[src/logic/swr_pkg.sv]
// Package for the single-wire ROM function layer: register map, timing
// counts, state encoding and the bus and state carriers.
// Assumes a 100 MHz system clock; all counts are derived from it here.
package swr_pkg;

    // Clock and times, each time in microseconds
    localparam int CLK_MHZ        = 100;
    localparam int RST_STD_US     = 120;
    localparam int RST_FAST_US    = 12;
    localparam int RST_LONG_US    = 690;
    localparam int PRES_WAIT_STD_US  = 30;
    localparam int PRES_WAIT_FAST_US = 3;
    localparam int PRES_LOW_STD_US   = 120;
    localparam int PRES_LOW_FAST_US  = 12;
    localparam int SLOT_STD_US    = 30;
    localparam int SLOT_FAST_US   = 3;

    localparam int CNT_W = 17;
    typedef logic [CNT_W-1:0] swr_cnt_type;

    // Cycle counts
    localparam swr_cnt_type SWR_RST_STD_CYC   = swr_cnt_type'(RST_STD_US * CLK_MHZ);
    localparam swr_cnt_type SWR_RST_FAST_CYC  = swr_cnt_type'(RST_FAST_US * CLK_MHZ);
    localparam swr_cnt_type SWR_RST_LONG_CYC  = swr_cnt_type'(RST_LONG_US * CLK_MHZ);
    localparam swr_cnt_type SWR_PDH_STD_CYC   = swr_cnt_type'(PRES_WAIT_STD_US * CLK_MHZ);
    localparam swr_cnt_type SWR_PDH_FAST_CYC  = swr_cnt_type'(PRES_WAIT_FAST_US * CLK_MHZ);
    localparam swr_cnt_type SWR_PDL_STD_CYC   = swr_cnt_type'(PRES_LOW_STD_US * CLK_MHZ);
    localparam swr_cnt_type SWR_PDL_FAST_CYC  = swr_cnt_type'(PRES_LOW_FAST_US * CLK_MHZ);
    localparam swr_cnt_type SWR_SLOT_STD_CYC  = swr_cnt_type'(SLOT_STD_US * CLK_MHZ);
    localparam swr_cnt_type SWR_SLOT_FAST_CYC = swr_cnt_type'(SLOT_FAST_US * CLK_MHZ);

    // ROM command codes
    localparam logic [7:0] CMD_READ_ID    = 8'h33;
    localparam logic [7:0] CMD_MATCH      = 8'h55;
    localparam logic [7:0] CMD_SEARCH     = 8'hf0;
    localparam logic [7:0] CMD_ALM_SEARCH = 8'hec;
    localparam logic [7:0] CMD_SKIP       = 8'hcc;
    localparam logic [7:0] CMD_RESUME     = 8'ha5;
    localparam logic [7:0] CMD_FAST_SKIP  = 8'h3c;
    localparam logic [7:0] CMD_FAST_MATCH = 8'h69;

    // Register map, byte addresses
    localparam int ADDR_W = 12;
    localparam logic [ADDR_W-1:0] REG_ID_LO        = 12'h000;
    localparam logic [ADDR_W-1:0] REG_ID_HI        = 12'h004;
    localparam logic [ADDR_W-1:0] REG_ALARM_ENABLE = 12'h008;
    localparam logic [ADDR_W-1:0] REG_LINK_STATUS  = 12'h00c;
    localparam logic [ADDR_W-1:0] REG_ALARM_FLAGS  = 12'h214;

    // Field positions
    localparam int STAT_RESUME_BIT = 0;
    localparam int STAT_FAST_BIT   = 1;
    localparam int STAT_FUNC_BIT   = 2;
    localparam int STAT_STATE_LSB  = 8;
    localparam int ALARM_BROWNOUT_BIT = 4;

    // Reset values; the identity value is arbitrary
    localparam logic [63:0] ID_RESET           = 64'h5a00_0000_0000_0011;
    localparam logic [3:0]  ALARM_ENABLE_RESET = 4'h0;

    typedef enum logic [3:0] {
        ST_HALT      = 4'h0,
        ST_RST       = 4'h1,
        ST_PRES_WAIT = 4'h2,
        ST_PRES_LOW  = 4'h3,
        ST_CMD       = 4'h4,
        ST_READ_ID   = 4'h5,
        ST_MATCH     = 4'h6,
        ST_SEARCH    = 4'h7,
        ST_FUNC      = 4'h8
    } swr_state_type;

    typedef struct packed {
        logic              read;
        logic              write;
        logic [ADDR_W-1:0] address;
        logic [31:0]       writedata;
    } swr_avs_req_type;

    typedef struct packed {
        swr_state_type state;
        logic          pull_n;
        logic          line_d;
        swr_cnt_type   low_cnt;
        swr_cnt_type   cnt;
        logic          slot_on;
        logic [5:0]    idx;
        logic [1:0]    phase;
        logic          mism;
        logic [7:0]    cmd;
        logic          fast_speed_flag;
        logic          fast_prev;
        logic          resume_flag;
        logic          fn_active;
        logic          bus_reset;
        logic          waitrequest;
        logic [31:0]   readdata;
        logic [63:0]   rom_id;
        logic [3:0]    alarm_enable;
    } swr_state_reg_type;

endpackage

[src/logic/swr_sync.sv]
// Two-stage synchroniser for the single-wire line input.
// Assumes an asynchronous level; resets to the idle-high line level.
`timescale 1ns/1ns
`default_nettype none
module swr_sync (
    // Clock and reset
    input  wire logic clk,
    input  wire logic sys_rst,
    // Level in and out
    input  wire logic d,
    output logic      q
);
    typedef struct packed {
        logic meta;
        logic stable;
    } swr_sync_type;

    swr_sync_type r;
    swr_sync_type next_r;

    always_comb begin
        next_r.meta   = d;
        next_r.stable = r.meta;
    end

    always_ff @(posedge clk) begin
        if (sys_rst) begin
            r <= '{meta: 1'b1, stable: 1'b1};
        end else begin
            r <= next_r;
        end
    end

    assign q = r.stable;
endmodule
`default_nettype wire

[src/logic/swr_rom_layer.sv]
// ROM function layer of a single-wire open-drain slave: reset/presence,
// eight ROM commands, speed switching and an Avalon-MM register slave.
// Assumes the line pin is pulled up outside; slot and function layers
// beyond the ROM phase belong to other logic watching fn_active.
//
// Implementation choice: the Avalon-MM slave port.
`timescale 1ns/1ns
`default_nettype none
module swr_rom_layer
    import swr_pkg::*;
#(
    parameter swr_cnt_type RST_STD_CYC  = SWR_RST_STD_CYC,
    parameter swr_cnt_type RST_LONG_CYC = SWR_RST_LONG_CYC,
    parameter swr_cnt_type PDL_STD_CYC  = SWR_PDL_STD_CYC
) (
    // Clock and reset
    input  wire logic            clk,
    input  wire logic            sys_rst,
    // Single-wire line pin
    input  wire logic            line_in,
    output logic                 line_out,
    output logic                 line_oe_n,
    // Avalon-MM slave
    input  wire swr_avs_req_type avs_req,
    output logic                 avs_waitrequest,
    output logic [31:0]          avs_readdata,
    // Alarm flags from the mission logic, brownout in bit 4
    input  wire logic [4:0]      alarm_flags,
    // Status towards the function layer
    output logic                 fn_active,
    output logic                 fast_speed_flag,
    output logic                 resume_flag,
    output logic                 bus_reset
);
    swr_state_reg_type r;
    swr_state_reg_type next_r;
    logic              line_s;

    swr_sync u_line_sync (
        .clk     (clk),
        .sys_rst (sys_rst),
        .d       (line_in),
        .q       (line_s)
    );

    function automatic swr_cnt_type by_speed(input logic fast, input swr_cnt_type std_cyc,
                                             input swr_cnt_type fast_cyc);
        return fast ? fast_cyc : std_cyc;
    endfunction

    // Brownout always counts; the other four only when enabled
    function automatic logic alarm_qualifies(input logic [4:0] flags, input logic [3:0] en);
        return flags[ALARM_BROWNOUT_BIT] | (|(flags[3:0] & en));
    endfunction

    function automatic logic [31:0] reg_read(input swr_state_reg_type s,
                                             input logic [ADDR_W-1:0] addr,
                                             input logic [4:0] flags);
        logic [31:0] v;
        v = 32'h0000_0000;
        unique case (addr)
            REG_ID_LO:        v = s.rom_id[31:0];
            REG_ID_HI:        v = s.rom_id[63:32];
            REG_ALARM_ENABLE: v = {28'h000_0000, s.alarm_enable};
            REG_LINK_STATUS: begin
                v[STAT_RESUME_BIT]                  = s.resume_flag;
                v[STAT_FAST_BIT]                    = s.fast_speed_flag;
                v[STAT_FUNC_BIT]                    = s.fn_active;
                v[STAT_STATE_LSB +: 4]              = s.state;
            end
            REG_ALARM_FLAGS:  v = {27'h000_0000, flags};
            default:          v = 32'h0000_0000;
        endcase
        return v;
    endfunction

    logic        is_read_slot;
    logic        tx_bit;
    logic        rx_bit;
    logic        slot_end;
    logic [7:0]  code;
    swr_cnt_type rst_thr;

    always_comb begin
        next_r           = r;
        next_r.bus_reset = 1'b0;
        next_r.line_d    = line_s;
        rx_bit           = line_s;
        code             = {line_s, r.cmd[7:1]};
        // Search phases 0 and 1 and identity reads are slave-to-master slots
        is_read_slot = (r.state == ST_READ_ID) ||
                       ((r.state == ST_SEARCH) && (r.phase != 2'd2));
        tx_bit       = (r.state == ST_SEARCH && r.phase == 2'd1) ? ~r.rom_id[r.idx]
                                                                  : r.rom_id[r.idx];
        slot_end     = r.slot_on &&
                       (r.cnt == by_speed(r.fast_speed_flag, SWR_SLOT_STD_CYC,
                                          SWR_SLOT_FAST_CYC));
        rst_thr      = by_speed(r.fast_speed_flag, RST_STD_CYC, SWR_RST_FAST_CYC);

        // Our own pulldown must not count as a master low
        if (line_s) begin
            next_r.low_cnt = '0;
        end else if (r.pull_n && r.low_cnt != '1) begin
            next_r.low_cnt = r.low_cnt + 1'b1;
        end

        if (!line_s && r.pull_n && r.low_cnt == rst_thr && r.state != ST_RST) begin
            // Reset pulse aborts whatever was in progress
            next_r.state     = ST_RST;
            next_r.slot_on   = 1'b0;
            next_r.bus_reset = 1'b1;
        end else begin
            unique case (r.state)
                ST_HALT, ST_FUNC: begin
                end
                ST_RST: begin
                    if (line_s) begin
                        if (r.low_cnt >= RST_LONG_CYC) begin
                            next_r.fast_speed_flag = 1'b0;
                        end
                        next_r.state = ST_PRES_WAIT;
                        next_r.cnt   = '0;
                    end
                end
                ST_PRES_WAIT: begin
                    next_r.cnt = r.cnt + 1'b1;
                    if (r.cnt == by_speed(r.fast_speed_flag, SWR_PDH_STD_CYC,
                                          SWR_PDH_FAST_CYC)) begin
                        next_r.pull_n = 1'b0;
                        next_r.cnt    = '0;
                        next_r.state  = ST_PRES_LOW;
                    end
                end
                ST_PRES_LOW: begin
                    next_r.cnt = r.cnt + 1'b1;
                    if (r.cnt == by_speed(r.fast_speed_flag, PDL_STD_CYC,
                                          SWR_PDL_FAST_CYC)) begin
                        next_r.pull_n  = 1'b1;
                        next_r.state   = ST_CMD;
                        next_r.idx     = '0;
                        next_r.slot_on = 1'b0;
                    end
                end
                ST_CMD, ST_READ_ID, ST_MATCH, ST_SEARCH: begin
                    if (!r.slot_on && r.line_d && !line_s) begin
                        // Falling edge from the master opens a slot
                        next_r.slot_on = 1'b1;
                        next_r.cnt     = '0;
                        if (is_read_slot && !tx_bit) begin
                            next_r.pull_n = 1'b0;
                        end
                    end else if (slot_end) begin
                        next_r.slot_on = 1'b0;
                        next_r.pull_n  = 1'b1;
                        unique case (r.state)
                            ST_CMD: begin
                                next_r.cmd = code;
                                next_r.idx = r.idx + 1'b1;
                                if (r.idx == 6'd7) begin
                                    next_r.idx   = '0;
                                    next_r.phase = 2'd0;
                                    next_r.mism  = 1'b0;
                                    unique case (code)
                                        CMD_READ_ID: begin
                                            next_r.resume_flag = 1'b0;
                                            next_r.state       = ST_READ_ID;
                                        end
                                        CMD_MATCH: begin
                                            next_r.state = ST_MATCH;
                                        end
                                        CMD_FAST_MATCH: begin
                                            next_r.fast_prev       = r.fast_speed_flag;
                                            next_r.fast_speed_flag = 1'b1;
                                            next_r.state           = ST_MATCH;
                                        end
                                        CMD_SEARCH: begin
                                            next_r.state = ST_SEARCH;
                                        end
                                        CMD_ALM_SEARCH: begin
                                            if (alarm_qualifies(alarm_flags,
                                                                r.alarm_enable)) begin
                                                next_r.state = ST_SEARCH;
                                            end else begin
                                                next_r.resume_flag = 1'b0;
                                                next_r.state       = ST_HALT;
                                            end
                                        end
                                        CMD_SKIP: begin
                                            next_r.resume_flag = 1'b0;
                                            next_r.state       = ST_FUNC;
                                        end
                                        CMD_RESUME: begin
                                            next_r.state = r.resume_flag ? ST_FUNC
                                                                         : ST_HALT;
                                        end
                                        CMD_FAST_SKIP: begin
                                            next_r.resume_flag     = 1'b0;
                                            next_r.fast_speed_flag = 1'b1;
                                            next_r.state           = ST_FUNC;
                                        end
                                        default: begin
                                            next_r.state = ST_HALT;
                                        end
                                    endcase
                                end
                            end
                            ST_READ_ID: begin
                                next_r.idx = r.idx + 1'b1;
                                if (r.idx == 6'd63) begin
                                    next_r.state = ST_FUNC;
                                end
                            end
                            ST_MATCH: begin
                                next_r.idx  = r.idx + 1'b1;
                                next_r.mism = r.mism | (rx_bit != r.rom_id[r.idx]);
                                if (r.idx == 6'd63) begin
                                    if (next_r.mism) begin
                                        next_r.state       = ST_HALT;
                                        next_r.resume_flag = 1'b0;
                                        if (r.cmd == CMD_FAST_MATCH) begin
                                            next_r.fast_speed_flag = r.fast_prev;
                                        end
                                    end else begin
                                        next_r.state       = ST_FUNC;
                                        next_r.resume_flag = 1'b1;
                                    end
                                end
                            end
                            default: begin
                                // Search triplet: true bit, complement, master choice
                                if (r.phase != 2'd2) begin
                                    next_r.phase = r.phase + 1'b1;
                                end else if (rx_bit != r.rom_id[r.idx]) begin
                                    next_r.state       = ST_HALT;
                                    next_r.resume_flag = 1'b0;
                                end else if (r.idx == 6'd63) begin
                                    next_r.state       = ST_FUNC;
                                    next_r.resume_flag = 1'b1;
                                end else begin
                                    next_r.idx   = r.idx + 1'b1;
                                    next_r.phase = 2'd0;
                                end
                            end
                        endcase
                    end else if (r.slot_on) begin
                        next_r.cnt = r.cnt + 1'b1;
                    end
                end
                default: begin
                    next_r.state = ST_HALT;
                end
            endcase
        end
        next_r.fn_active = (next_r.state == ST_FUNC);

        // Fixed single wait cycle: answer one cycle after the request shows
        next_r.waitrequest = 1'b1;
        if (r.waitrequest && (avs_req.read || avs_req.write)) begin
            next_r.waitrequest = 1'b0;
            next_r.readdata    = reg_read(r, avs_req.address, alarm_flags);
        end
        if (!r.waitrequest && avs_req.write) begin
            unique case (avs_req.address)
                REG_ID_LO:        next_r.rom_id[31:0]  = avs_req.writedata;
                REG_ID_HI:        next_r.rom_id[63:32] = avs_req.writedata;
                REG_ALARM_ENABLE: next_r.alarm_enable  = avs_req.writedata[3:0];
                default: begin
                end
            endcase
        end
    end

    always_ff @(posedge clk) begin
        if (sys_rst) begin
            r                 <= '0;
            r.state           <= ST_HALT;
            r.pull_n          <= 1'b1;
            r.line_d          <= 1'b1;
            r.waitrequest     <= 1'b1;
            r.rom_id          <= ID_RESET;
            r.alarm_enable    <= ALARM_ENABLE_RESET;
        end else begin
            r <= next_r;
        end
    end

    // Open drain: the data level is always low, only the enable moves
    assign line_out        = 1'b0;
    assign line_oe_n       = r.pull_n;
    assign avs_waitrequest = r.waitrequest;
    assign avs_readdata    = r.readdata;
    assign fn_active       = r.fn_active;
    assign fast_speed_flag = r.fast_speed_flag;
    assign resume_flag     = r.resume_flag;
    assign bus_reset       = r.bus_reset;
endmodule
`default_nettype wire

[config.mk]
export PLATFORM = sky130hd
export DESIGN_NAME = swr_rom_layer
export DESIGN_NICKNAME = d
export VERILOG_FILES = /design/src/logic/swr_pkg.sv /design/src/logic/swr_sync.sv /design/src/logic/swr_rom_layer.sv
export SDC_FILE = /design/constraint.sdc
export NUM_CORES = 1
export LEC_CHECK = 0
export ABC_CLOCK_PERIOD_IN_PS = 3800
export BUFFER_PORTS_ARGS = -buffer_cell sky130_fd_sc_hd__buf_2
export CORE_AREA = 2 2 150 152
export DETAILED_ROUTE_END_ITERATION = 7
export DIE_AREA = 0 0 152 154
export GPL_TIMING_DRIVEN = 1
export MAX_ROUTING_LAYER = met4
export PLACE_DENSITY = 0.56
export SLEW_MARGIN = 40
export SYNTH_ARGS = -nofsm -noshare
export SYNTH_HDL_FRONTEND = slang
export SYNTH_SLANG_ARGS = --single-unit
[constraint.sdc]
create_clock -name clk -period 3.8 [get_ports clk]
set_clock_uncertainty 0.05 [all_clocks]
set_input_delay 0.95 -clock clk [delete_from_list [all_inputs] [get_ports clk]]
set_output_delay 0.95 -clock clk [all_outputs]
set_load 0.01 [all_outputs]
==> impl_metrics.yaml <==
clock_tree:
  clkLatencyLatePin_ns: 0.44
  path_clk_slew_ns: 0.07
  cts_root_buffer: "clkbuf_16"
  post_cts_resized: 0
  ctsHoldBuffers: 0
  postCtsSetupRepairBufs: 0
  cts_max_level: 4
  clock_sinks: 166
  cts_buffer_depth: 2
  cts_buffers: 17
  cts_tree: "built"
yosys:
  async_reset_ff_frac: 0
  syn-cell-area_um2: 8610
  synth_cell_types: 68
  syn_inst: 1087
  synth_top_cell_by_area: "dfxtp_1"
  synth_edf_count: 0
  netlist.area_leader.share: 0.386
  synth.most_common_cell: "nand2_1"
  synthTopCellsByArea: "dfxtp_1, nand2_1, a21oi_1"
  syn_nets: 1147
  ys_seq_elements: 166
  synth_flop_cell: "dfxtp_1"
  yosysWarningCount: 0
  synth.cells.most_frequent: "nand2_1, dfxtp_1, nor2_1"
  synth_area_per_cell_um2: 7.92
  seq_area_frac_synth: 0.386
timing:
  report.final.hold_viol_count: 0
  worst_hold_slack_ns: 0.369
  fin_crit_ns: 3.16
  tightest_slew_ns: 0.723
  finalSetupViolCount: 0
  period_share: 0.832
  rsz0062_at_grt: "no"
  slew_violations: 0
  fmax_mhz: 316
  final.setup.tns_ns: 0
  slew_headroom: 0.514
die:
  die_y_um: 154
  core_area_um2: 21700
  fp.dieW_um: 152
  row_count: 54
  start_util: 0.397
  die_area_um2: 23400
  io_pins: 93
setup_path:
  cp.required_ns: 4.05
  rrSetupSlack_ns: 0.64
  rr_worst_depth: 9
  cp-end-kind: "flip-flop"
  cp_max_fo: 28
  start_kind: "flip-flop"
  r2r-start: "r[117]"
  crit_arrival_ns: 3.41
  r2r_end: "r[117]"
  crit_type: "flip-flop to flip-flop"
layout:
  area.growth.synth_to_final_pct: 12.6
  largest_reg_flops: 119
  multi_input_area_um2: 4670
  fin_nets: 1176
  fillers: 2196
  n_antenna_cell: 0
  seqCellArea_um2: 3320
  drive_above_1_share: 0.148
  largest-register: "r"
routing:
  routed_wl_um: 24500
  vias_per_cell: 5.53
  antenna_left: 0
  num_vias: 7792
  drtPass1Iterations: 7
  dr.first_iter.drc_count: 606
  drc: 0
  routedWlPerCell_um: 17.4
place:
  dp_hpwl_um: 16900
  portBuffers: 91
  gp_congestion: 0.909
pwr:
  fin_total_pwr_mw: 3.71
  vdd_drop_max_mv: 0.211
  p_leak_nw: 3.51
  powerDensity_nw_per_um2: 383
status:
  status: "complete, no violations"
worst_hold_path:
  min_from: "u_line_sync.next_r[0]"
  whs_path_depth: 1
  holdPathEnd: "u_line_sync.q"
  hold_path_class: "flip-flop to flip-flop"
grt:
  grt_pass1_wl_um: 39700
  antenna_found_initial: 0
  grt_max_degree: 52
  grt_usage: 0.215
  overflow: 0
  grt_pass1_vias: 7384
flow_run:
  cap_violations: 0
power by group:
group	internal [mW]	switching, mW
Combinational	0.0674	0.118
Clock	0.891	0.861
Sequential	1.76	0.0128
layer usage:
metal	global-route usage	wire length (µm)	vias up
met5	-	0	-
met3	0.0296	1060	23
met1	0.286	11600	3679
li1	-	-	3856
met4	0.0641	353	0
met2	0.341	11500	234
through the flow:
stage          instances  cell area [µm²]  setup WS [ns]   util
6_report            1409             9690          0.640  0.447
5_1_grt             1409             9690          0.425  0.447
4_1_cts             1409             9690          0.659  0.447
3_5_place_dp        1377             9090          0.482  0.419
3_3_place_gp        1377             9090          0.508  0.419
2_1_floorplan       1087             8610          0.651      -
worst max-delay path by stage:
stage | slack (ns) | from | endpoint | depth (start not counted)
CTS | 0.66 | r[117] | r[117] | 9
global route | 0.43 | r[117] | r[118] | 9
finish | 0.64 | r[117] | r[117] | 9
global placement | 0.51 | avs_req[38] | r[30] | 9
detailed placement | 0.48 | avs_req[38] | r[49] | 9
floorplan | 0.65 | avs_req[38] | avs_readdata[12] | 8
worst max-delay path, stage by stage (launching register included):
cell,delay [ns]
dfxtp_1,0.31
buf_4,0.42
mux2i_1,0.19
a22oi_1,0.21
a21oi_1,0.10
o41a_1,0.47
or3_1,0.37
a41oi_1,0.52
nor3_1,0.21
mux2i_1,0.16
cell families (layout without fill, tap and decap cells):
family	after synthesis	count (layout)	share of synthesized area
simple gates	500	500	0.273
compound gates	217	217	0.162
flops	166	166	0.386
buf+inv	122	164	0.0727
mux	47	47	0.0693
xor+xnor	28	28	0.0285
fa+ha+maj	6	6	0.00872
other cells	1	1	0.000436
final cells by class:
type / count / share of cell area
Tap cell: 280 / 0.0362
Timing Repair Buffer: 116 / 0.0705
Inverter: 16 / 0.00620
Clock inverter: 15 / 0.0181
Clock buffer: 17 / 0.0439
Multi-Input combinational cell: 799 / 0.482
Sequential cell: 166 / 0.343
cell usage in the layout, fill, tap and decap left out, types with 6 or more instances in the layout:
master	Yosys	routed
nand2_1	201	201
dfxtp_1	166	166
nor2_1	111	110
a21oi_1	92	92
buf_2	4	90
nor3_1	43	43
mux2i_1	39	39
nand3_1	31	31
o21ai_0	29	28
a221oi_1	23	23
buf_4	33	23
clkbuf_16	0	17
inv_1	16	16
nand4_1	16	16
nor2b_1	16	16
xnor2_1	14	14
xor2_1	14	14
a31oi_1	13	13
a22oi_1	12	12
nand2b_1	11	11
and3_1	9	9
and2_1	9	9
or3_1	8	8
or2_2	7	7
a222oi_1	7	7
o31ai_1	7	7
mux4_1	7	7
ha_1	6	6
inv_6	0	6
No activity file was read; power rests on OpenSTA's default activity.
